<file path="src/core/ana_pkg.sv">
// Constants, register indices and field layout of the ability register bank.
// Assumes APB word addressing: byte address is four times the register index.
package ana_pkg;

  // Register indices; byte address is index times four.
  localparam logic [7:0]  ANA_IDX_ADVERT   = 8'h04;
  localparam logic [7:0]  ANA_IDX_PARTNER  = 8'h05;
  localparam logic [7:0]  ANA_IDX_NPVIEW   = 8'h08;
  localparam logic [7:0]  ANA_IDX_IRQ_STAT = 8'h09;
  localparam logic [7:0]  ANA_IDX_IRQ_MASK = 8'h0A;

  // Field positions shared by advertised and received ability words.
  localparam int          ANA_BIT_NP   = 15;
  localparam int          ANA_BIT_ACK  = 14;
  localparam int          ANA_BIT_RF   = 13;
  localparam int          ANA_BIT_T4   = 9;
  localparam int          ANA_SEL_LSB  = 0;
  localparam int          ANA_SEL_MSB  = 4;

  // Selector code of the IEEE 802.3u protocol family.
  localparam logic [4:0]  ANA_SEL_8023U = 5'h01;

  // Writable bits of the local advertisement word; bit 14, bits 12:11 and bit 9 read zero.
  localparam logic [15:0] ANA_ADV_WR_MASK = 16'hA5FF;
  // Partner word bits kept; bits 12:10 are reserved and read zero.
  localparam logic [15:0] ANA_LP_KEEP_MASK = 16'hE3FF;
  localparam logic [15:0] ANA_LP_RESET     = 16'h0000;

  // Event bits of the interrupt status and mask registers.
  localparam int          ANA_EVT_W    = 3;
  localparam int          ANA_EVT_BASE = 0;
  localparam int          ANA_EVT_NEXT = 1;
  localparam int          ANA_EVT_RF   = 2;

  localparam logic [31:0] ANA_ZERO_WORD = 32'h0000_0000;

endpackage

</file>
<file path="src/core/ana_link_if.sv">
// Carrier between the register core, the partner capture unit and the interrupt unit.
// Assumes all three sit on the same clock.
`timescale 1ns/1ps
`default_nettype none
interface ana_link_if;
  import ana_pkg::*;
  logic [15:0]          lp_base;
  logic [15:0]          lp_next;
  logic [ANA_EVT_W-1:0] evt;
  logic [ANA_EVT_W-1:0] clr;
  logic                 mask_we;
  logic [ANA_EVT_W-1:0] mask_wdata;
  logic [ANA_EVT_W-1:0] status;
  logic [ANA_EVT_W-1:0] mask;
  logic                 irq;

  modport core (input lp_base, lp_next, evt, status, mask, irq,
                output clr, mask_we, mask_wdata);
  modport cap  (output lp_base, lp_next, evt);
  modport irqu (input evt, clr, mask_we, mask_wdata, output status, mask, irq);
endinterface
`default_nettype wire

</file>
<file path="src/core/ana_rx_capture.sv">
// Captures link partner base and next-page words delivered by the negotiation logic.
// Assumes word, valid and acknowledge inputs come from logic on the same clock.
`timescale 1ns/1ps
`default_nettype none
module ana_rx_capture
  import ana_pkg::*;
#(
  parameter bit NP_REPLACES_BASE = 1'b1
) (
  // Clock, reset and enable.
  input  wire logic        mclk_in,
  input  wire logic        sys_rst_in,
  input  wire logic        ce_in,
  // Received words from the negotiation logic.
  input  wire logic [15:0] rx_word_in,
  input  wire logic        rx_valid_in,
  input  wire logic        rx_next_page_in,
  input  wire logic        an_complete_in,
  input  wire logic        lp_ack_in,
  // Toward the register core.
  ana_link_if.cap          lnk
);
  typedef struct packed {
    logic [15:0] base;
    logic [15:0] next;
    logic [ANA_EVT_W-1:0] evt;
  } ana_cap_st_t;

  ana_cap_st_t st_q;
  ana_cap_st_t st_d;
  logic [15:0] word_kept;

  always_comb begin
    st_d      = st_q;
    st_d.evt  = '0;
    word_kept = rx_word_in & ANA_LP_KEEP_MASK;
    if (rx_valid_in && !rx_next_page_in) begin
      st_d.base = word_kept;
      st_d.evt[ANA_EVT_BASE] = 1'b1;
      st_d.evt[ANA_EVT_RF]   = word_kept[ANA_BIT_RF] & ~st_q.base[ANA_BIT_RF];
    end
    if (rx_valid_in && rx_next_page_in) begin
      st_d.next = rx_word_in;
      st_d.evt[ANA_EVT_NEXT] = 1'b1;
      // late base replacement
      // Next pages only overwrite the base view once negotiation has completed.
      if (NP_REPLACES_BASE && an_complete_in) begin
        st_d.base = word_kept;
      end
    end
    // acknowledge tracking
    // The acknowledge bit follows the negotiation logic, never software.
    st_d.base[ANA_BIT_ACK] = lp_ack_in;
  end

  always_ff @(posedge mclk_in) begin
    if (sys_rst_in) begin
      st_q <= '{base: ANA_LP_RESET, next: ANA_LP_RESET, evt: '0};
    end else if (ce_in) begin
      st_q <= st_d;
    end
  end

  assign lnk.lp_base = st_q.base;
  assign lnk.lp_next = st_q.next;
  assign lnk.evt     = st_q.evt;
endmodule // ana_rx_capture
`default_nettype wire

</file>
<file path="src/core/ana_irq.sv">
// Sticky event status, mask and level interrupt for the ability register bank.
// Assumes single-cycle event pulses and write strobes on the same clock.
`timescale 1ns/1ps
`default_nettype none
module ana_irq
  import ana_pkg::*;
(
  // Clock, reset and enable.
  input  wire logic mclk_in,
  input  wire logic sys_rst_in,
  input  wire logic ce_in,
  // Events, strobes and results.
  ana_link_if.irqu  lnk
);
  typedef struct packed {
    logic [ANA_EVT_W-1:0] status;
    logic [ANA_EVT_W-1:0] mask;
  } ana_irq_st_t;

  ana_irq_st_t st_q;
  ana_irq_st_t st_d;

  always_comb begin
    st_d = st_q;
    // An event in the clearing cycle survives: set is applied after clear.
    st_d.status = (st_q.status & ~lnk.clr) | lnk.evt;
    if (lnk.mask_we) begin
      st_d.mask = lnk.mask_wdata;
    end
  end

  always_ff @(posedge mclk_in) begin
    if (sys_rst_in) begin
      st_q <= '{status: '0, mask: '0};
    end else if (ce_in) begin
      st_q <= st_d;
    end
  end

  assign lnk.status = st_q.status;
  assign lnk.mask   = st_q.mask;
  assign lnk.irq    = |(st_q.status & st_q.mask);
endmodule // ana_irq
`default_nettype wire

</file>
<file path="src/core/ana_regs.sv">
// Auto-negotiation ability register bank with APB slave and interrupt.
// Assumes a negotiation engine on the same clock supplies received words and acknowledge.
//
// Decided for this implementation: the APB register port.
`timescale 1ns/1ps
`default_nettype none
// Overview of operation
// - Advertisement bit 15 requests further page exchange when set.
// - Advertisement bit 13 advertises a locally detected remote fault.
// - Advertisement bit 14 ignores writes and reads zero.
// - Advertisement contents are sent to the partner as our abilities.
// - Partner register captures received abilities and is read-only.
// - With next pages, partner contents may change after negotiation completes.
// - Partner bit 15 shows the partner's next-page request.
// - Negotiation logic drives partner acknowledge bit 14 by itself.
// - Partner bit 14 reads one once the partner acknowledged our word.
// - Partner bit 13 shows partner remote fault; resets to zero.
// - Partner bits 12 to 10 always read zero.
// - Partner bit 9 shows 100BASE-T4 ability.
// - Partner bit 8 shows 100BASE-TX full duplex ability.
// - Partner bit 7 shows 100BASE-TX ability.
// - Partner bit 6 shows 10BASE-T full duplex ability.
// - Partner bit 5 shows 10BASE-T ability.
// - Selector 00001 in bits 4 to 0 identifies IEEE 802.3u.
module ana_regs
  import ana_pkg::*;
#(
  parameter logic [15:0] ADV_RESET        = 16'h01E1,
  parameter bit          NP_REPLACES_BASE = 1'b1,
  parameter int          ADDR_W           = 12
) (
  // Clock, reset and enable.
  input  wire logic              mclk_in,
  input  wire logic              sys_rst_in,
  input  wire logic              ce_in,
  // APB slave.
  input  wire logic              psel_in,
  input  wire logic              penable_in,
  input  wire logic              pwrite_in,
  input  wire logic [ADDR_W-1:0] paddr_in,
  input  wire logic [31:0]       pwdata_in,
  input  wire logic [3:0]        pstrb_in,
  output logic                   pready_out,
  output logic                   pslverr_out,
  output logic [31:0]            prdata_out,
  // Negotiation engine side.
  input  wire logic [15:0]       rx_word_in,
  input  wire logic              rx_valid_in,
  input  wire logic              rx_next_page_in,
  input  wire logic              an_complete_in,
  input  wire logic              lp_ack_in,
  output logic [15:0]            tx_advert_out,
  // Interrupt.
  output logic                   irq_out
);

  generate
    if ((ADV_RESET & ~ANA_ADV_WR_MASK) != 16'h0000) begin : g_bad_reset
      $error("ADV_RESET sets a bit that must read zero");
    end
    if (ADDR_W < 10 || ADDR_W > 32) begin : g_bad_addr
      $error("ADDR_W must lie between 10 and 32");
    end
  endgenerate

  // Matches a byte address against a register index.
  function automatic logic reg_hit(input logic [ADDR_W-1:0] addr, input logic [7:0] idx);
    return addr == ADDR_W'({idx, 2'b00});
  endfunction

  // True when the address decodes to any register of the bank.
  function automatic logic reg_mapped(input logic [ADDR_W-1:0] addr);
    return reg_hit(addr, ANA_IDX_ADVERT) || reg_hit(addr, ANA_IDX_PARTNER) ||
           reg_hit(addr, ANA_IDX_NPVIEW) || reg_hit(addr, ANA_IDX_IRQ_STAT) ||
           reg_hit(addr, ANA_IDX_IRQ_MASK);
  endfunction

  typedef struct packed {
    logic [15:0] advert;
    logic [31:0] rdata;
  } ana_core_st_t;

  ana_core_st_t st_q;
  ana_core_st_t st_d;

  ana_link_if lnk ();

  ana_rx_capture #(
    .NP_REPLACES_BASE (NP_REPLACES_BASE)
  ) u_cap (
    .mclk_in         (mclk_in),
    .sys_rst_in      (sys_rst_in),
    .ce_in           (ce_in),
    .rx_word_in      (rx_word_in),
    .rx_valid_in     (rx_valid_in),
    .rx_next_page_in (rx_next_page_in),
    .an_complete_in  (an_complete_in),
    .lp_ack_in       (lp_ack_in),
    .lnk             (lnk.cap)
  );

  ana_irq u_irq (
    .mclk_in    (mclk_in),
    .sys_rst_in (sys_rst_in),
    .ce_in      (ce_in),
    .lnk        (lnk.irqu)
  );

  logic        setup_ph;
  logic        wr_acc;
  logic [15:0] wr_lanes;
  logic [15:0] adv_wr;

  assign setup_ph = psel_in && !penable_in;
  assign wr_acc   = psel_in && penable_in && pwrite_in && ce_in;
  assign wr_lanes = {{8{pstrb_in[1]}}, {8{pstrb_in[0]}}};
  assign adv_wr   = (st_q.advert & ~wr_lanes) | (pwdata_in[15:0] & wr_lanes);

  always_comb begin
    st_d = st_q;
    lnk.clr        = '0;
    lnk.mask_we    = 1'b0;
    lnk.mask_wdata = pwdata_in[ANA_EVT_W-1:0];
    // Read data is fetched in the setup cycle so it leaves a flip-flop in the access cycle.
    if (setup_ph) begin
      st_d.rdata = ANA_ZERO_WORD;
      if (reg_hit(paddr_in, ANA_IDX_ADVERT)) begin
        st_d.rdata[15:0] = st_q.advert;
      end
      if (reg_hit(paddr_in, ANA_IDX_PARTNER)) begin
        st_d.rdata[15:0] = lnk.lp_base;
      end
      if (reg_hit(paddr_in, ANA_IDX_NPVIEW)) begin
        st_d.rdata[15:0] = lnk.lp_next;
      end
      if (reg_hit(paddr_in, ANA_IDX_IRQ_STAT)) begin
        st_d.rdata[ANA_EVT_W-1:0] = lnk.status;
      end
      if (reg_hit(paddr_in, ANA_IDX_IRQ_MASK)) begin
        st_d.rdata[ANA_EVT_W-1:0] = lnk.mask;
      end
    end
    if (wr_acc) begin
      if (reg_hit(paddr_in, ANA_IDX_ADVERT)) begin
        st_d.advert = adv_wr & ANA_ADV_WR_MASK;
      end
      if (reg_hit(paddr_in, ANA_IDX_IRQ_STAT) && pstrb_in[0]) begin
        lnk.clr = pwdata_in[ANA_EVT_W-1:0];
      end
      if (reg_hit(paddr_in, ANA_IDX_IRQ_MASK) && pstrb_in[0]) begin
        lnk.mask_we = 1'b1;
      end
      // partner writes ignored
      // Writes to the partner views fall through without effect or error.
    end
  end

  always_ff @(posedge mclk_in) begin
    if (sys_rst_in) begin
      st_q <= '{advert: ADV_RESET, rdata: ANA_ZERO_WORD};
    end else if (ce_in) begin
      st_q <= st_d;
    end
  end

  // A frozen bank must not complete transfers, so ready follows the enable.
  assign pready_out  = ce_in;
  assign pslverr_out = psel_in && penable_in && !reg_mapped(paddr_in);
  assign prdata_out  = st_q.rdata;
  assign tx_advert_out = st_q.advert;
  assign irq_out       = lnk.irq;

  logic base_load;
  assign base_load = rx_valid_in && ce_in &&
                     (!rx_next_page_in || (NP_REPLACES_BASE && an_complete_in));

  chk_adv_np_write: assert property (@(posedge mclk_in) disable iff (sys_rst_in)
    wr_acc && reg_hit(paddr_in, ANA_IDX_ADVERT) && pstrb_in[1]
    |=> tx_advert_out[ANA_BIT_NP] == $past(pwdata_in[ANA_BIT_NP]))
    else $error("next page request bit not written");

  chk_adv_rf_write: assert property (@(posedge mclk_in) disable iff (sys_rst_in)
    wr_acc && reg_hit(paddr_in, ANA_IDX_ADVERT) && pstrb_in[1]
    |=> tx_advert_out[ANA_BIT_RF] == $past(pwdata_in[ANA_BIT_RF]))
    else $error("remote fault advertise bit not written");

  chk_adv_rsv_read: assert property (@(posedge mclk_in) disable iff (sys_rst_in)
    psel_in && penable_in && reg_hit(paddr_in, ANA_IDX_ADVERT)
    |-> prdata_out[ANA_BIT_ACK] == 1'b0 && prdata_out[31:16] == 16'h0000)
    else $error("reserved advertisement bits read nonzero");

  chk_adv_low_write: assert property (@(posedge mclk_in) disable iff (sys_rst_in)
    wr_acc && reg_hit(paddr_in, ANA_IDX_ADVERT) && pstrb_in[0]
    |=> tx_advert_out[7:0] == ($past(pwdata_in[7:0]) & ANA_ADV_WR_MASK[7:0]))
    else $error("advertised low byte does not follow write");

  chk_lp_load: assert property (@(posedge mclk_in) disable iff (sys_rst_in)
    base_load |=> lnk.lp_base[9:0] == ($past(rx_word_in[9:0]) & ANA_LP_KEEP_MASK[9:0]))
    else $error("partner abilities not captured");

  chk_lp_np_replace: assert property (@(posedge mclk_in) disable iff (sys_rst_in)
    rx_valid_in && rx_next_page_in && ce_in && !an_complete_in
    |=> $stable({lnk.lp_base[ANA_BIT_NP], lnk.lp_base[ANA_BIT_RF:ANA_SEL_LSB]}))
    else $error("partner view changed before negotiation completed");

  chk_lp_np_bit: assert property (@(posedge mclk_in) disable iff (sys_rst_in)
    base_load ##1 !rx_valid_in[*2] |-> lnk.lp_base[ANA_BIT_NP] == $past(rx_word_in[ANA_BIT_NP], 2))
    else $error("partner next page bit wrong");

  chk_lp_ack_track: assert property (@(posedge mclk_in) disable iff (sys_rst_in)
    ce_in |=> lnk.lp_base[ANA_BIT_ACK] == $past(lp_ack_in))
    else $error("partner acknowledge bit does not follow negotiation");

  chk_lp_rf_reset: assert property (@(posedge mclk_in)
    sys_rst_in |=> lnk.lp_base[ANA_BIT_RF] == 1'b0 && lnk.lp_next == 16'h0000)
    else $error("partner remote fault not cleared by reset");

  chk_lp_rsv_zero: assert property (@(posedge mclk_in) disable iff (sys_rst_in)
    lnk.lp_base[12:10] == 3'h0)
    else $error("partner reserved bits nonzero");

  chk_lp_tech_bits: assert property (@(posedge mclk_in) disable iff (sys_rst_in)
    base_load |=> lnk.lp_base[ANA_BIT_T4:5] == $past(rx_word_in[ANA_BIT_T4:5]))
    else $error("partner technology bits wrong");

  chk_adv_sel_reset: assert property (@(posedge mclk_in)
    sys_rst_in |=> tx_advert_out[ANA_SEL_MSB:ANA_SEL_LSB] == ADV_RESET[ANA_SEL_MSB:ANA_SEL_LSB])
    else $error("advertised selector wrong after reset");

  chk_lp_sel_load: assert property (@(posedge mclk_in) disable iff (sys_rst_in)
    base_load |=> lnk.lp_base[ANA_SEL_MSB:ANA_SEL_LSB] ==
                  $past(rx_word_in[ANA_SEL_MSB:ANA_SEL_LSB]))
    else $error("partner selector not loaded");

  chk_irq_event: assert property (@(posedge mclk_in) disable iff (sys_rst_in)
    ce_in && lnk.evt[ANA_EVT_BASE] && lnk.mask[ANA_EVT_BASE] && !lnk.mask_we |=> irq_out)
    else $error("unmasked event did not raise interrupt");

  chk_apb_unmapped: assert property (@(posedge mclk_in) disable iff (sys_rst_in)
    setup_ph && !reg_mapped(paddr_in) ##1 penable_in |-> pslverr_out && prdata_out == 32'h0000_0000)
    else $error("unmapped access not refused");

endmodule // ana_regs
`default_nettype wire

</file>
<file path="config.mk">
export PLATFORM = sky130hd
export DESIGN_NAME = ana_regs
export DESIGN_NICKNAME = d
export VERILOG_FILES = /design/src/core/ana_pkg.sv /design/src/core/ana_link_if.sv /design/src/core/ana_rx_capture.sv /design/src/core/ana_irq.sv /design/src/core/ana_regs.sv
export SDC_FILE = /design/constraint.sdc
export NUM_CORES = 1
export LEC_CHECK = 0
export ABC_AREA = 1
export BUFFER_PORTS_ARGS = -buffer_cell sky130_fd_sc_hd__buf_4
export CAP_MARGIN = 30
export CORE_MARGIN = 3
export CORE_UTILIZATION = 45
export CTS_BUF_LIST = sky130_fd_sc_hd__clkbuf_16
export CTS_CLUSTER_DIAMETER = 50
export DETAILED_ROUTE_END_ITERATION = 8
export PLACE_DENSITY_LB_ADDON = 0.05
export SETUP_SLACK_MARGIN = 0.1
export SLEW_MARGIN = 20
export SYNTH_ARGS = -nofsm -noshare
export SYNTH_HDL_FRONTEND = slang
export SYNTH_HIERARCHICAL = 1
export SYNTH_SLANG_ARGS = --single-unit
export TNS_END_PERCENT = 10
</file>
<file path="constraint.sdc">
create_clock -name mclk_in -period 1.3 [get_ports mclk_in]
set_clock_uncertainty 0.2 [all_clocks]
set_input_delay 0 -clock mclk_in [delete_from_list [all_inputs] [get_ports mclk_in]]
set_output_delay 0 -clock mclk_in [all_outputs]
set_load 0.02 [all_outputs]
</file>
After elaboration in Yosys (flattened, before gate mapping)
Cells that the tools add are included.
{"block": "word_totals", "elab_cells": 58, "output_inout_bits": 51, "reg_bits": 69, "in_bits": 74}
{"block": "classes", "bitwise": 10, "n_mux": 15, "eq_ne": 5, "reduce_logical": 21}
{"cell": "two-way mux 16 bit", "count": 5}
{"cell": "equality test 12 x 6 -> 1 bit, second input constant", "count": 3}
{"cell": "bitwise AND 16 bit", "count": 2}
{"cell": "two-way mux 32 bit", "count": 1}
{"cell": "equality test 12 x 5 -> 1 bit, second input constant", "count": 2}
{"cell": "inverter 16 bit", "count": 1}
{"cell": "bitwise OR 16 bit", "count": 1}
{"cell": "two-way mux 3 bit", "count": 4}
{"cell": "logical AND 1 bit", "count": 9}
{"cell": "bitwise AND 3 bit", "count": 2}
{"cell": "AND reduction 2 bit", "count": 3}
{"cell": "two-way mux 1 bit", "count": 5}
{"cell": "logical OR 1 bit", "count": 4}
{"cell": "logical NOT 1 bit", "count": 3}
{"cell": "inverter 3 bit", "count": 1}
{"cell": "bitwise OR 3 bit", "count": 1}
{"cell": "AND reduction 3 bit", "count": 1}
{"cell": "OR reduction 3 bit", "count": 1}
{"cell": "bitwise AND 1 bit", "count": 1}
{"cell": "inverter 1 bit", "count": 1}

Depth between registers and ports, before layout
Gate-level depths: netlist of run 1.
{"block": "logic_depth", "ltp_word": 7, "depth_mapped": 11, "depth_no_buf": 10}

Hierarchy
The synthesis of run 1 kept the hierarchy.
{"module": "ana_regs", "area_per_inst_um2": 1886.8, "seq_area_each_um2": 560.5, "cells_per_inst": 289, "instances": 1}
{"module": "ana_rx_capture", "area_per_inst_um2": 1435.1, "seq_area_each_um2": 700.7, "cells_per_inst": 211, "instances": 1}
{"module": "ana_irq", "area_per_inst_um2": 251.5, "seq_area_each_um2": 120.1, "cells_per_inst": 39, "instances": 1}

Worst setup path before layout of run 1
No wires, ideal clock.
{"block": "synth_timing", "path_kind": "in2out", "from": "input paddr_in[11]", "to": "output pslverr_out", "path_buffers": 1, "required_time_ps": 1100, "path_stages": 7, "path_slack_ps": -19, "t_arrival_ps": 1119, "path_cell_list": "nor2_1 -> nand2_2 -> nor2_8 -> nand2_4 -> clkinv_2 -> buf_6 -> a211oi_1"}
{"block": "synth_via", "elab_chain_cells": 7, "elab_cells_between_ends": 11, "cone_classes": "eq/ne: 5; reduce/logical: 6"}
{"item": "start: declaration", "line_no": "ana_regs.sv:40", "source": "input wire logic [ADDR_W-1:0] paddr_in,"}
{"item": "equality test 12 x 5 -> 1 bit", "line_no": "ana_regs.sv:68", "source": "return addr == ADDR_W'({idx, 2'b00});"}
{"item": "logical OR 1 bit (2 in series)", "line_no": "ana_regs.sv:73", "source": "return reg_hit(addr, ANA_IDX_ADVERT) || reg_hit(addr, ANA_IDX_PARTNER) ||"}
{"item": "logical OR 1 bit", "line_no": "ana_regs.sv:74", "source": "reg_hit(addr, ANA_IDX_NPVIEW) || reg_hit(addr, ANA_IDX_IRQ_STAT) ||"}
{"item": "logical OR 1 bit (*)", "line_no": "ana_regs.sv:74"}
{"item": "logical NOT 1 bit (*)", "line_no": "ana_regs.sv:168", "source": "assign pslverr_out = psel_in && penable_in && !reg_mapped(paddr_in);"}
{"item": "logical AND 1 bit (*)", "line_no": "ana_regs.sv:168"}
{"item": "end: declaration", "line_no": "ana_regs.sv:44", "source": "output logic pslverr_out,"}
Mark *: on every way between the ends. The rest lies on a longest branch, timed or not.

Worst setup path after layout of run 1
{"block": "layout_timing", "from": "register u_irq.st_q (netlist bit u_irq/lnk.mask[1])", "to": "output irq_out"}
{"block": "layout_via", "elab_chain_cells": 2}
{"item": "start: declaration", "line_no": "ana_irq.sv:20", "source": "ana_irq_st_t st_q;"}
{"item": "start signal: assignment", "line_no": "ana_irq.sv:34", "source": "st_q <= '{status: '0, mask: '0};"}
{"item": "start signal: assignment", "line_no": "ana_irq.sv:36", "source": "st_q <= st_d;"}
{"item": "bitwise AND 3 bit", "line_no": "ana_irq.sv:42", "source": "assign lnk.irq = |(st_q.status & st_q.mask);"}
{"item": "OR reduction 3 bit", "line_no": "ana_irq.sv:42"}
{"item": "end: declaration", "line_no": "ana_regs.sv:54", "source": "output logic irq_out"}
Every way passes these cells.

==> results.txt, run 1 <==
The run finished with clean final reports. For the total number of vias, the log shows 3645. The number of global-route vias before repair was 3405; the total number of yosys warnings was 6. Clock tree synthesis found a total of 69 sinks. Clock-pin slew was measured on the worst setup and hold paths at 60 ps. The tools report the summed negative setup slack over all endpoints as 0 ps. In this run, distinct cell masters in the synthesized netlist total 30. Counting along the longest clock path gives a buffer depth of 2. The filler-free cell count of the finished design is 778, and the maximum fanout count along the critical path is 3.

For the part of the Yosys area used for sequential elements, the log shows 38.7%. Worst-path cell with the longest stage delay: sky130_fd_sc_hd__dfxtp_1. The worst hold path belongs to the class in -> reg.

The average instance in the mapped netlist occupies 6.63 um2. The logs give 0 for the remaining global-route overflow and 4 for the length of the first detailed-routing pass in iterations. At the end of routability-driven placement, the weighted congestion stood at 0.786. The final layout contains 748 nets. Dividing the detail-routed wire length by the instance count gives 12.7 um. The biggest area contributor in the post-synthesis netlist is sky130_fd_sc_hd__dfxtp_1.

The final standard cell utilization of the core was 68.8%; the critical path arrival was 990 ps. For this block, the routed nets add up to 9850 um of wire. Entering global routing, the biggest net connects 34 pins.

The count of buffers added on input and output ports is 82. For this run, the top clock speed supported by timing is 841 MHz. TritonCTS built the clock tree. The worst slack at placement is -114 ps. The netlist area before placement is 0.00357 mm2. The logs give 0 for the number of antenna violations at the first check in global routing and 0 for the count of unresolved DRC violations after routing.

Dividing the final minimum period by the clock period gives 91.5%. In this design, the stage delay of the slowest critical-path cell is 360 ps. The initial utilization of the core area, before any placement, comes to 47.7%.

The tools report the category of the worst setup path launch point as a register. The clock latency reported for the late side of the worst-skew pair is 330 ps. Pin placement for this block handled 125 I/O pins.

The top cell type by area accounts for 38.7% of the synthesized area. Total power divided by cell area: 1120 mW/mm2. Counting flops and latches in the post-synthesis netlist gives 69. Counting every instance in the synthesized netlist gives 539. The tools report the number of cell rows as 31. The height of the chip was 95.1 um. The share of final-layout standard cells stronger than drive strength 1 works out to 23.6%.

The relative area change from synthesis to final layout is 44.0%. Kind of capture point of the worst setup path: an output pin. For the worst setup path, the data required time is 1100 ps.

The hold violation count in the final report came out at 0. The number of nets still failing antenna checks after routing was 0. The global-route usage over all layers was 21.9%. The worst vdd rail ir drop is 0.000874 V.

Traced cell by cell, the critical path runs through nand2_1 -> nand3_1 -> buf_4. In the layout the commonest cells are 124 x sky130_fd_sc_hd__nand2_1, 102 x sky130_fd_sc_hd__buf_4, 80 x sky130_fd_sc_hd__nor2_1, 80 x sky130_fd_sc_hd__inv_1, 67 x sky130_fd_sc_hd__dfxtp_1. By startpoint and endpoint, the worst setup path is classified as reg -> out. The detailed-route vias per instance is 4.69, and the number of fillers in the final layout is 670. The worst path meets setup with 111 ps of slack. The run gives 6680 um as the HPWL after detailed placement. By area the synthesized netlist is led by sky130_fd_sc_hd__dfxtp_1 39%, sky130_fd_sc_hd__nand2_1 13%, sky130_fd_sc_hd__nor2_1 8.7%, sky130_fd_sc_hd__inv_1 8.4%, sky130_fd_sc_hd__nand3_1 6.9%. The repair_antennas step left the layout with diodes totalling 0. The area of the core region is 0.00749 mm2. For this block, the initial DRC count from the detailed router was 126.

Including well taps, the total number of placed cells is 720. The most common cell after layout, fill and taps aside is sky130_fd_sc_hd__nand2_1. Floorplan die area: 0.00905 mm2. The final number of max-transition violations is 0. The die is 95.1 um wide.

In this run, CTS created clock tree buffers numbering 9. Setup repair after global routing could not meet its margin everywhere. CTS placed an instance of sky130_fd_sc_hd__clkbuf_16 at the clock tree root.

Setup violations remaining at the end of the flow were counted as 0. The post-route minimum period is 1190 ps, and the static leakage is 2.61 nW. The clock tree synthesis step divided the H-tree into 3 levels.

The tool flagged a number of max-cap violations equal to 0. The first global-routing pass estimated 15600 um of wire.
[metrics by stage]
stage	instance area (um2)	total power, mW	hold slack [ps]
floorplan	3650	2.66	-131
global placement	4330	2.89	20.7
detailed placement	4330	2.90	28.0
CTS	5080	5.78	5.33
global route	5150	5.99	24.2
finish	5150	5.77	8.37
[cell usage after synthesis]
library cell	count
sky130_fd_sc_hd__a21oi_1	25
sky130_fd_sc_hd__a21oi_2	1
sky130_fd_sc_hd__buf_6	5
sky130_fd_sc_hd__nand2_1	125
sky130_fd_sc_hd__nor2_2	2
sky130_fd_sc_hd__nand3_2	4
sky130_fd_sc_hd__nand4_1	1
sky130_fd_sc_hd__nand3_1	49
sky130_fd_sc_hd__clkbuf_1	6
sky130_fd_sc_hd__clkinv_2	1
sky130_fd_sc_hd__dfxtp_1	69
sky130_fd_sc_hd__nand2_2	5
sky130_fd_sc_hd__o211ai_2	1
sky130_fd_sc_hd__o21ai_0	22
sky130_fd_sc_hd__o211ai_1	5
sky130_fd_sc_hd__conb_1	1
sky130_fd_sc_hd__nor2_4	2
sky130_fd_sc_hd__nor3_1	1
sky130_fd_sc_hd__nand2_4	1
sky130_fd_sc_hd__a211oi_1	1
sky130_fd_sc_hd__a31oi_1	9
sky130_fd_sc_hd__inv_2	4
sky130_fd_sc_hd__buf_4	26
sky130_fd_sc_hd__inv_1	80
sky130_fd_sc_hd__nor2_1	83
sky130_fd_sc_hd__o21ai_2	1
sky130_fd_sc_hd__nor2_8	1
sky130_fd_sc_hd__nand3b_4	1
sky130_fd_sc_hd__buf_2	5
sky130_fd_sc_hd__clkinv_1	2
[worst paths after layout]
path / startpoint / end / slack (ps) / cells past startpoint
setup / recovery: u_irq/lnk.mask[1] / irq_out / 110 / 3
hold / removal: penable_in / prdata_out[0] / 8 / 5
setup reg to reg: register / prdata_out[2] / 190 / 6
hold reg to reg: u_cap/lnk.lp_base[10] / u_cap/lnk.lp_base[10] / 250 / 2
[what timing repair did]
item	in CTS	in global routing
hold buffers	36	0
resized for setup	10	7
hold endpoints to repair	53	0
setup buffers	3	3
endpoints found under the setup margin	2	26
cloned	0	1
pin swaps	6	3
[worst max-delay path: cells and delay by family (launching register included)]
| kind | cells | cell delay [ps] |
|---|---|---|
| buf+inv | 1 | 140 |
| flops | 1 | 360 |
| simple gates | 2 | 150 |
[power breakdown]
| part | internal, mW | switching [mW] |
|---|---|---|
| sequential | 2.20 | 0.0474 |
| clock | 1.87 | 0.941 |
| combinational | 0.341 | 0.380 |
| total | 4.40 | 1.37 |
[layout make-up]
cell class                 instances  area (um2)  area share, %
clock buffer                       9         225           4.38
clock inverter                     7         114           2.21
inverter                          87         338           6.56
multi-input combinational        360        1680           32.6
sequential                        69        1380           26.9
tap                               99         124           2.41
timing repair buffer             147        1280           25.0
[per-layer routing]
metal,part of all wire [%],wire (um),vias to the layer above,GRT usage [%]
met1,44,4300,1645,26.7
met2,49,4810,100,37.5
met3,5.9,581,15,5.68
met5,0,0,-,0
met4,1.7,168,0,7.09
li1,-,-,1885,-
[cell families after synthesis]
logic type	Yosys count	synth area share (%)
buffers and inverters	129	17.5
AND/OR/NAND/NOR	275	33.4
AO/OA/AOI/OAI	65	10.3
flip-flops	69	38.7
other	1	0.105
Note: power is estimated with default switching activity, not from simulation.
==> run 2, diff against run 1 <==
Settings changed: CORE_MARGIN 3 to unset.
==> run 2 against run 1 <==
  * Critical endpoint is now pslverr_out
  * Critical path type is now in -> out
  * Count of clock-buffer cells in the layout unchanged
  * Utilization decreased by 1.4 points
  * Global-route usage increased by 2.2 points
  * The run now ends with negative hold slack left
  * Via count increased by 1.3%
==> results.txt, run 2 (synthesis results as in run 1) <==
The flow ran to the end, but the final reports show violations. The checks that failed: negative hold slack. The final setup violation count came out at 0 (unchanged).

The HPWL after detailed placement is 6510 um (was 6680 um). For the number of levels the H-tree was split into, the log shows 3 (unchanged). The worst vdd rail ir drop was 0.000735 V (was 0.000874 V). The critical path arrival was 1000 ps (was 990 ps); the detailed-route vias per instance was 4.70 (was 4.69). Reg-to-reg setup timing slack: 220 ps (was 190 ps). The kind of capture point of the worst setup path is an output pin (unchanged). The tools report the multi-input logic area as 0.00167 mm2 (was 0.00168 mm2). The count of unresolved DRC violations after routing is 0 (unchanged), and the routed wirelength normalized by instance count is 13.1 um (was 12.7 um). The area of the core region was 0.00769 mm2 (was 0.00749 mm2).

The logs give -122 ps (was -114 ps) for the worst slack at placement and 2 (unchanged) for the clock tree buffer depth. The global-route usage over all layers is 24.1% (was 21.9%), and the length of the first detailed-routing pass in iterations is 4 (unchanged). Global-route wire length before repair: 16100 um (was 15600 um).

The height of the chip works out to 91.1 um (was 95.1 um). The logs give 185 (was 126) for the DRC marker count from the first detailed-route iteration and 0 (unchanged) for the number of nets still failing antenna checks after routing. The number of port buffers is 82 (unchanged).

Remaining global-route overflow: 0 (unchanged). The total clock sinks is 69 (unchanged), and the sum of routed wire length over all layers is 10300 um (was 9850 um). The run gives 0.00830 mm2 (was 0.00905 mm2) as the floorplan die area.

Worst setup slack after layout: 104 ps (was 111 ps). Category of the worst setup path launch point: an input port (was a register). Global placer's final weighted congestion: 0.757 (was 0.786).

The cell count after placement was 723 (was 720). The maximum fanout count along the critical path came out at 6 (was 3). The critical path data required time was 1100 ps (about the same); the hold violation count in the final report was 4 (was 0). The path category of the worst min-delay check was in -> reg (unchanged). The post-CTS clock slew at the launch and capture registers of the worst setup and hold paths is 50 ps (was 60 ps).

The static leakage came out at 2.62 nW (was 2.61 nW). The type of the worst setup path was in -> out (was reg -> out). Relative area change from synthesis to final layout: 44.9% (was 44.0%). Leading cell types in the layout, fill and taps excluded: 125 x sky130_fd_sc_hd__nand2_1, 101 x sky130_fd_sc_hd__buf_4, 81 x sky130_fd_sc_hd__inv_1 (was 124 x sky130_fd_sc_hd__nand2_1, 102 x sky130_fd_sc_hd__buf_4, 80 x sky130_fd_sc_hd__nor2_1, 80 x sky130_fd_sc_hd__inv_1, 67 x sky130_fd_sc_hd__dfxtp_1).

The share of final-layout standard cells stronger than drive strength 1 was 23.0% (was 23.6%). The total power divided by cell area is 1040 mW/mm2 (was 1120 mW/mm2). For the number of antenna violations at the first check in global routing, the log shows 0 (unchanged).

The cell depth of the worst hold path came out at 4 (was 5). The logs give 836 MHz (was 841 MHz) for the maximum clock frequency and 3453 (was 3405) for the number of global-route vias before repair. TritonCTS built the clock tree. Count of maximum capacitance violations: 0 (unchanged).

The tools report the summed negative setup slack over all endpoints as 0 ps (unchanged). The logs give 34 (unchanged) for the largest net degree at the start of global routing and 0 (unchanged) for the number of diodes. The post-layout net count is 752 (was 748).

The most common cell after layout, fill and taps aside was sky130_fd_sc_hd__nand2_1 (unchanged). The horizontal extent of the die is 91.1 um (was 95.1 um). The end point of the worst hold path is u_cap/lnk.lp_base[10] (was prdata_out[0]). The part of the cycle the worst path needs works out to 92.0% (was 91.5%). The tools report the start point of the worst hold path as rx_valid_in (was penable_in). The run gives 785 (was 778) as the filler-free cell count of the finished design.

Depth of the most critical reg-to-reg path: 6 (unchanged). The clock latency reported for the late side of the worst-skew pair was 320 ps (was 330 ps). The tools report the end of the worst register-to-register path as prdata_out[2] (unchanged). Starting density of the core: 46.5% (was 47.7%). The total design power was 5.36 mW (was 5.77 mW); the worst hold slack was -82.4 ps (was 8.37 ps).

The tools report the number of cell rows as 32 (was 31). Buffer cell driving the clock tree root: sky130_fd_sc_hd__clkbuf_16 (unchanged). The post-route minimum period was 1200 ps (was 1190 ps); the total number of vias was 3691 (was 3645).

The register area is 0.00138 mm2 (about the same), and the number of fillers in the final layout is 697 (was 670). Setup repair after global routing could not meet its margin everywhere. The number of placed I/O pins came out at 125 (unchanged).

The logs give 9 (unchanged) for the number of buffers created by CTS and 0 (unchanged) for the final number of max-transition violations.
-- run 2: area by class of cell --
cell class	instances	area share [%]
sequential	69	26.7
clock inverter	7	1.14
timing repair buffer	151	26.6
inverter	87	6.52
tap	102	2.46
clock buffer	9	4.35
multi-input combinational	360	32.2
-- run 2: through the flow --
stage / utilization, % / cell area, um2
6_report: 67.4 / 5180
5_1_grt: 67.4 / 5180
4_1_cts: 65.1 / 5000
3_5_place_dp: 56.3 / 4330
3_3_place_gp: 56.3 / 4330
2_1_floorplan: - / 3650
-- run 2: critical path, stage by stage --
cell and delay, ps:
sky130_fd_sc_hd__buf_4 80, sky130_fd_sc_hd__nor2_2 30, sky130_fd_sc_hd__nand2_2 160, sky130_fd_sc_hd__nor2_8 50, sky130_fd_sc_hd__nand2_4 60, sky130_fd_sc_hd__clkinv_2 70, sky130_fd_sc_hd__buf_4 170, sky130_fd_sc_hd__a211oi_2 190
sky130_fd_sc_hd__buf_4 180
-- run 2: layer usage --
metal	track usage, %	part of all wire, %	up-vias
met5	0	0	-
li1	-	-	1902
met3	3.02	5.0	12
met4	8.99	1.4	0
met2	41.6	49	106
met1	30.7	45	1671
-- run 2: power by group --
| group | leakage (nW) | switching, mW | internal, mW | total [mW] |
|---|---|---|---|---|
| Sequential | 0.563 | 0.0458 | 2.20 | 2.24 |
| Clock | 0.147 | 0.890 | 1.46 | 2.35 |
| Combinational | 1.91 | 0.401 | 0.373 | 0.774 |
-- run 2: what timing repair did --
action                                  in CTS  in global routing
endpoints found under the setup margin       1                 15
resized for setup                            7                  7
endpoints found under the hold margin       53                  5
setup buffers                                1                  3
pin swaps                                    3                  1
hold buffers                                35                  1
gates cloned                                 0                  6
-- run 2: how the worst max path moves through the flow --
stage	startpoint	to	slack, ps	cells past startpoint
6_report	paddr_in[9]	pslverr_out	100	9
5_1_grt	paddr_in[3]	pslverr_out	50	9
4_1_cts	u_irq/lnk.mask[1]	irq_out	100	3
3_5_place_dp	paddr_in[11]	u_irq/lnk.mask[0]	-120	9
3_3_place_gp	paddr_in[7]	prdata_out[2]	-90	11
2_1_floorplan	paddr_in[11]	register	70	9
==> run 3, diff against run 2 <==
Settings changed: REMOVE_ABC_BUFFERS set to 1.
==> run 3 against run 2 <==
  * Highest routed layer unchanged
  * Wire length down 2.3%
  * Combinational power down 2.7%
  * Final area decreased by 0.48%
  * The run still ends with negative hold slack left
  * Total power fell by 4.0%
  * Register-to-register slack hardly changed
  * Maximum frequency shrank 1.6%
  * Sequential power hardly changed
  * Count of clock-buffer cells in the layout did not move
  * Critical path depth unchanged
  * Die area unchanged
  * Flip-flop and latch count unchanged
  * Sequential share of layout area increased by 0.15 points
==> results.txt, run 3 (synthesis results as in run 1) <==
The tools report the static leakage as 2.60 nW (was 2.62 nW). The final setup violation count is 0 (unchanged). Type of the worst setup path: in -> out (unchanged). The worst slack at placement was -176 ps (was -122 ps). Area of the core region: 0.00769 mm2 (unchanged).

The post-route minimum period is 1220 ps (was 1200 ps). For the number of buffers created by CTS, the log shows 9 (unchanged). For the total internal power, the log shows 3.82 mW (was 4.03 mW). The tools report the start point of the worst hold path as sys_rst_in (was rx_valid_in). List of cells traversed by the critical path: buf_4 -> nor2_2 -> nand2_4 -> nor2_1 -> nand3_2 -> buf_6 -> nand4_1 -> a211oi_2 -> buf_4 (was buf_4 -> nor2_2 -> nand2_2 -> nor2_8 -> nand2_4 -> clkinv_2 -> buf_4 -> a211oi_2 -> buf_4). The number of cell rows was 32 (unchanged); the logic gate share of total power was 14.6% (was 14.4%).

The run gives 41.9% (was 43.7%) as the clock share of power. The critical path arrival was 1020 ps (was 1000 ps); the post-CTS clock slew at the launch and capture registers of the worst setup and hold paths was 50 ps (about the same). The run gives 0 (unchanged) as the number of diodes.

Leading cell types in the layout, fill and taps excluded: 121 x sky130_fd_sc_hd__nand2_1, 96 x sky130_fd_sc_hd__buf_4, 83 x sky130_fd_sc_hd__inv_1 (was 125 x sky130_fd_sc_hd__nand2_1, 101 x sky130_fd_sc_hd__buf_4, 81 x sky130_fd_sc_hd__inv_1). The run finished, with violations left. The number of placed I/O pins was 125 (unchanged); the global-route wire length before repair was 16500 um (was 16100 um). The tools report the switching component of the power as 1.33 mW (was 1.34 mW).

Category of the worst setup path launch point: an input port (unchanged). The routed wirelength normalized by instance count came out at 12.8 um (was 13.1 um). The maximum fanout count along the critical path is 3 (was 6). Largest net degree at the start of global routing: 33 (was 34). The run gives 0.00515 mm2 (was 0.00518 mm2) as the final standard cell area without fillers. The post-layout net count is 752 (unchanged), and the total clock sinks is 69 (unchanged). Cell area after placement: 0.00435 mm2 (was 0.00433 mm2). Total power divided by cell area: 999 mW/mm2 (was 1040 mW/mm2). Setup repair after global routing could not meet its margin everywhere. The worst-path cell with the longest stage delay is sky130_fd_sc_hd__buf_4 (was sky130_fd_sc_hd__a211oi_2). Headroom to the max-slew limit came out at 65.8%. The run gives 0 (unchanged) as the count of maximum capacitance violations. The tools report the buffer cell driving the clock tree root as sky130_fd_sc_hd__clkbuf_16 (unchanged). The HPWL after detailed placement is 6260 um (was 6510 um), and the detailed-route vias per instance is 4.73 (was 4.70). Count of unresolved DRC violations after routing: 0 (unchanged).

Share of final-layout standard cells stronger than drive strength 1: 23.1% (was 23.0%). Relative area change from synthesis to final layout: 44.2% (was 44.9%). The part of the cycle the worst path needs is 93.5% (was 92.0%), and the clock tree buffer depth is 2 (unchanged). The final number of max-transition violations was 0 (unchanged).

The worst setup slack after layout was 84.7 ps (was 104 ps); the horizontal extent of the die was 91.1 um (unchanged). The length of the first detailed-routing pass in iterations is 4 (unchanged). The longest individual stage delay on the worst path was 160 ps (was 190 ps); the global-route usage over all layers was 25.0% (was 24.1%).

The depth of the most critical reg-to-reg path came out at 6 (unchanged). The path category of the worst min-delay check is in -> reg (unchanged). Sum of routed wire length over all layers: 10000 um (was 10300 um). The logs give 3713 (was 3691) for the total number of vias and 0 (unchanged) for the number of antenna violations at the first check in global routing. The number of levels the H-tree was split into is 3 (unchanged), and the proportion of total power due to net switching is 25.9% (was 24.9%). The total design power is 5.15 mW (was 5.36 mW). The worst hold slack came out at -20.2 ps (was -82.4 ps). The cell depth of the worst hold path is 4 (unchanged).

Global placer's final weighted congestion: 0.828 (was 0.757). Kind of capture point of the worst setup path: an output pin (unchanged). For the worst vdd rail ir drop, the log shows 0.000758 V (was 0.000735 V). Violated checks: negative hold slack (unchanged). The DRC marker count from the first detailed-route iteration is 165 (was 185). The reg-to-reg setup timing slack came out at 210 ps (was 220 ps). The number of port buffers was 82 (unchanged). Most common cell type on the critical path: sky130_fd_sc_hd__buf_4 (unchanged). For the share of power burned in registers, the log shows 43.5% (was 41.8%). TritonCTS built the clock tree. The critical path data required time came out at 1100 ps (about the same).

For the floorplan die area, the log shows 0.00830 mm2 (unchanged). For the number of global-route vias before repair, the log shows 3416 (was 3453). The end of the worst register-to-register path was prdata_out[1] (was prdata_out[2]). Most common cell after layout, fill and taps aside: sky130_fd_sc_hd__nand2_1 (unchanged). The remaining global-route overflow is 0 (unchanged), and the height of the chip is 91.1 um (unchanged).

For the starting density of the core, the log shows 46.5% (unchanged). At the pin with the least slew margin, the transition time is 511 ps. The hold violation count in the final report came out at 2 (was 4).

For the clock latency reported for the late side of the worst-skew pair, the log shows 330 ps (was 320 ps). The maximum clock frequency was 823 MHz (was 836 MHz); the final standard cell utilization of the core was 67.0% (was 67.4%). Number of nets still failing antenna checks after routing: 0 (unchanged).
==> run 3: worst max path at each step <==
stage,startpoint,end,cells past startpoint
global route,paddr_in[0],pslverr_out,9
global placement,paddr_in[7],prdata_out[1],11
floorplan,ce_in,prdata_out[0],5
finish,paddr_in[11],pslverr_out,9
CTS,paddr_in[7],pslverr_out,9
detailed placement,paddr_in[7],prdata_out[1],11
==> run 3: repair_timing <==
item / 4_1_cts / 5_1_grt
hold endpoints to repair: 56 / 3
pin swaps: 2 / 8
setup buffers: 2 / 2
endpoints found under the setup margin: 1 / 32
resized for setup: 7 / 18
hold buffers: 41 / 1
==> run 3: metrics by stage <==
| stage | std cells | setup TNS (ps) | hold WS, ps |
|---|---|---|---|
| finish | 785 | 0 | -20.2 |
| global route | 785 | 0 | 3.91 |
| CTS | 782 | 0 | -34.3 |
| detailed placement | 723 | -1820 | 30.0 |
| global placement | 723 | -1150 | 19.9 |
| floorplan | 516 | -3930 | -200 |
==> run 3: worst max-delay path, delay by kind of cell <==
kind | cells | cell delay [ps]
AOI/OAI and AO/OA | 1 | 60
buffers and inverters | 3 | 400
and+or+nand+nor | 5 | 540
==> run 3: final cells by class <==
class / instances / area [um2]
Clock buffer: 9 / 225
Clock inverter: 7 / 36.3
Fill cell: 671 / 2530
Inverter: 87 / 330
Multi-Input combinational cell: 360 / 1700
Sequential cell: 69 / 1380
Tap cell: 102 / 128
Timing Repair Buffer: 151 / 1350
==> run 3: per-layer routing <==
layer	track usage [%]	wire, um	up-vias
met5	0	0	-
met3	4.86	479	10
met4	7.54	125	0
li1	-	-	1899
met2	41.8	4800	116
met1	32.5	4650	1688
==> run 3: power groups by stage <==
stage | logic (mW) | clock network, mW | registers, mW
2_1_floorplan | 0.285 | 0 | 2.30
3_3_place_gp | 0.608 | 0 | 2.28
3_5_place_dp | 0.616 | 0 | 2.28
4_1_cts | 0.724 | 2.19 | 2.24
5_1_grt | 0.827 | 2.29 | 2.25
6_report | 0.753 | 2.16 | 2.24
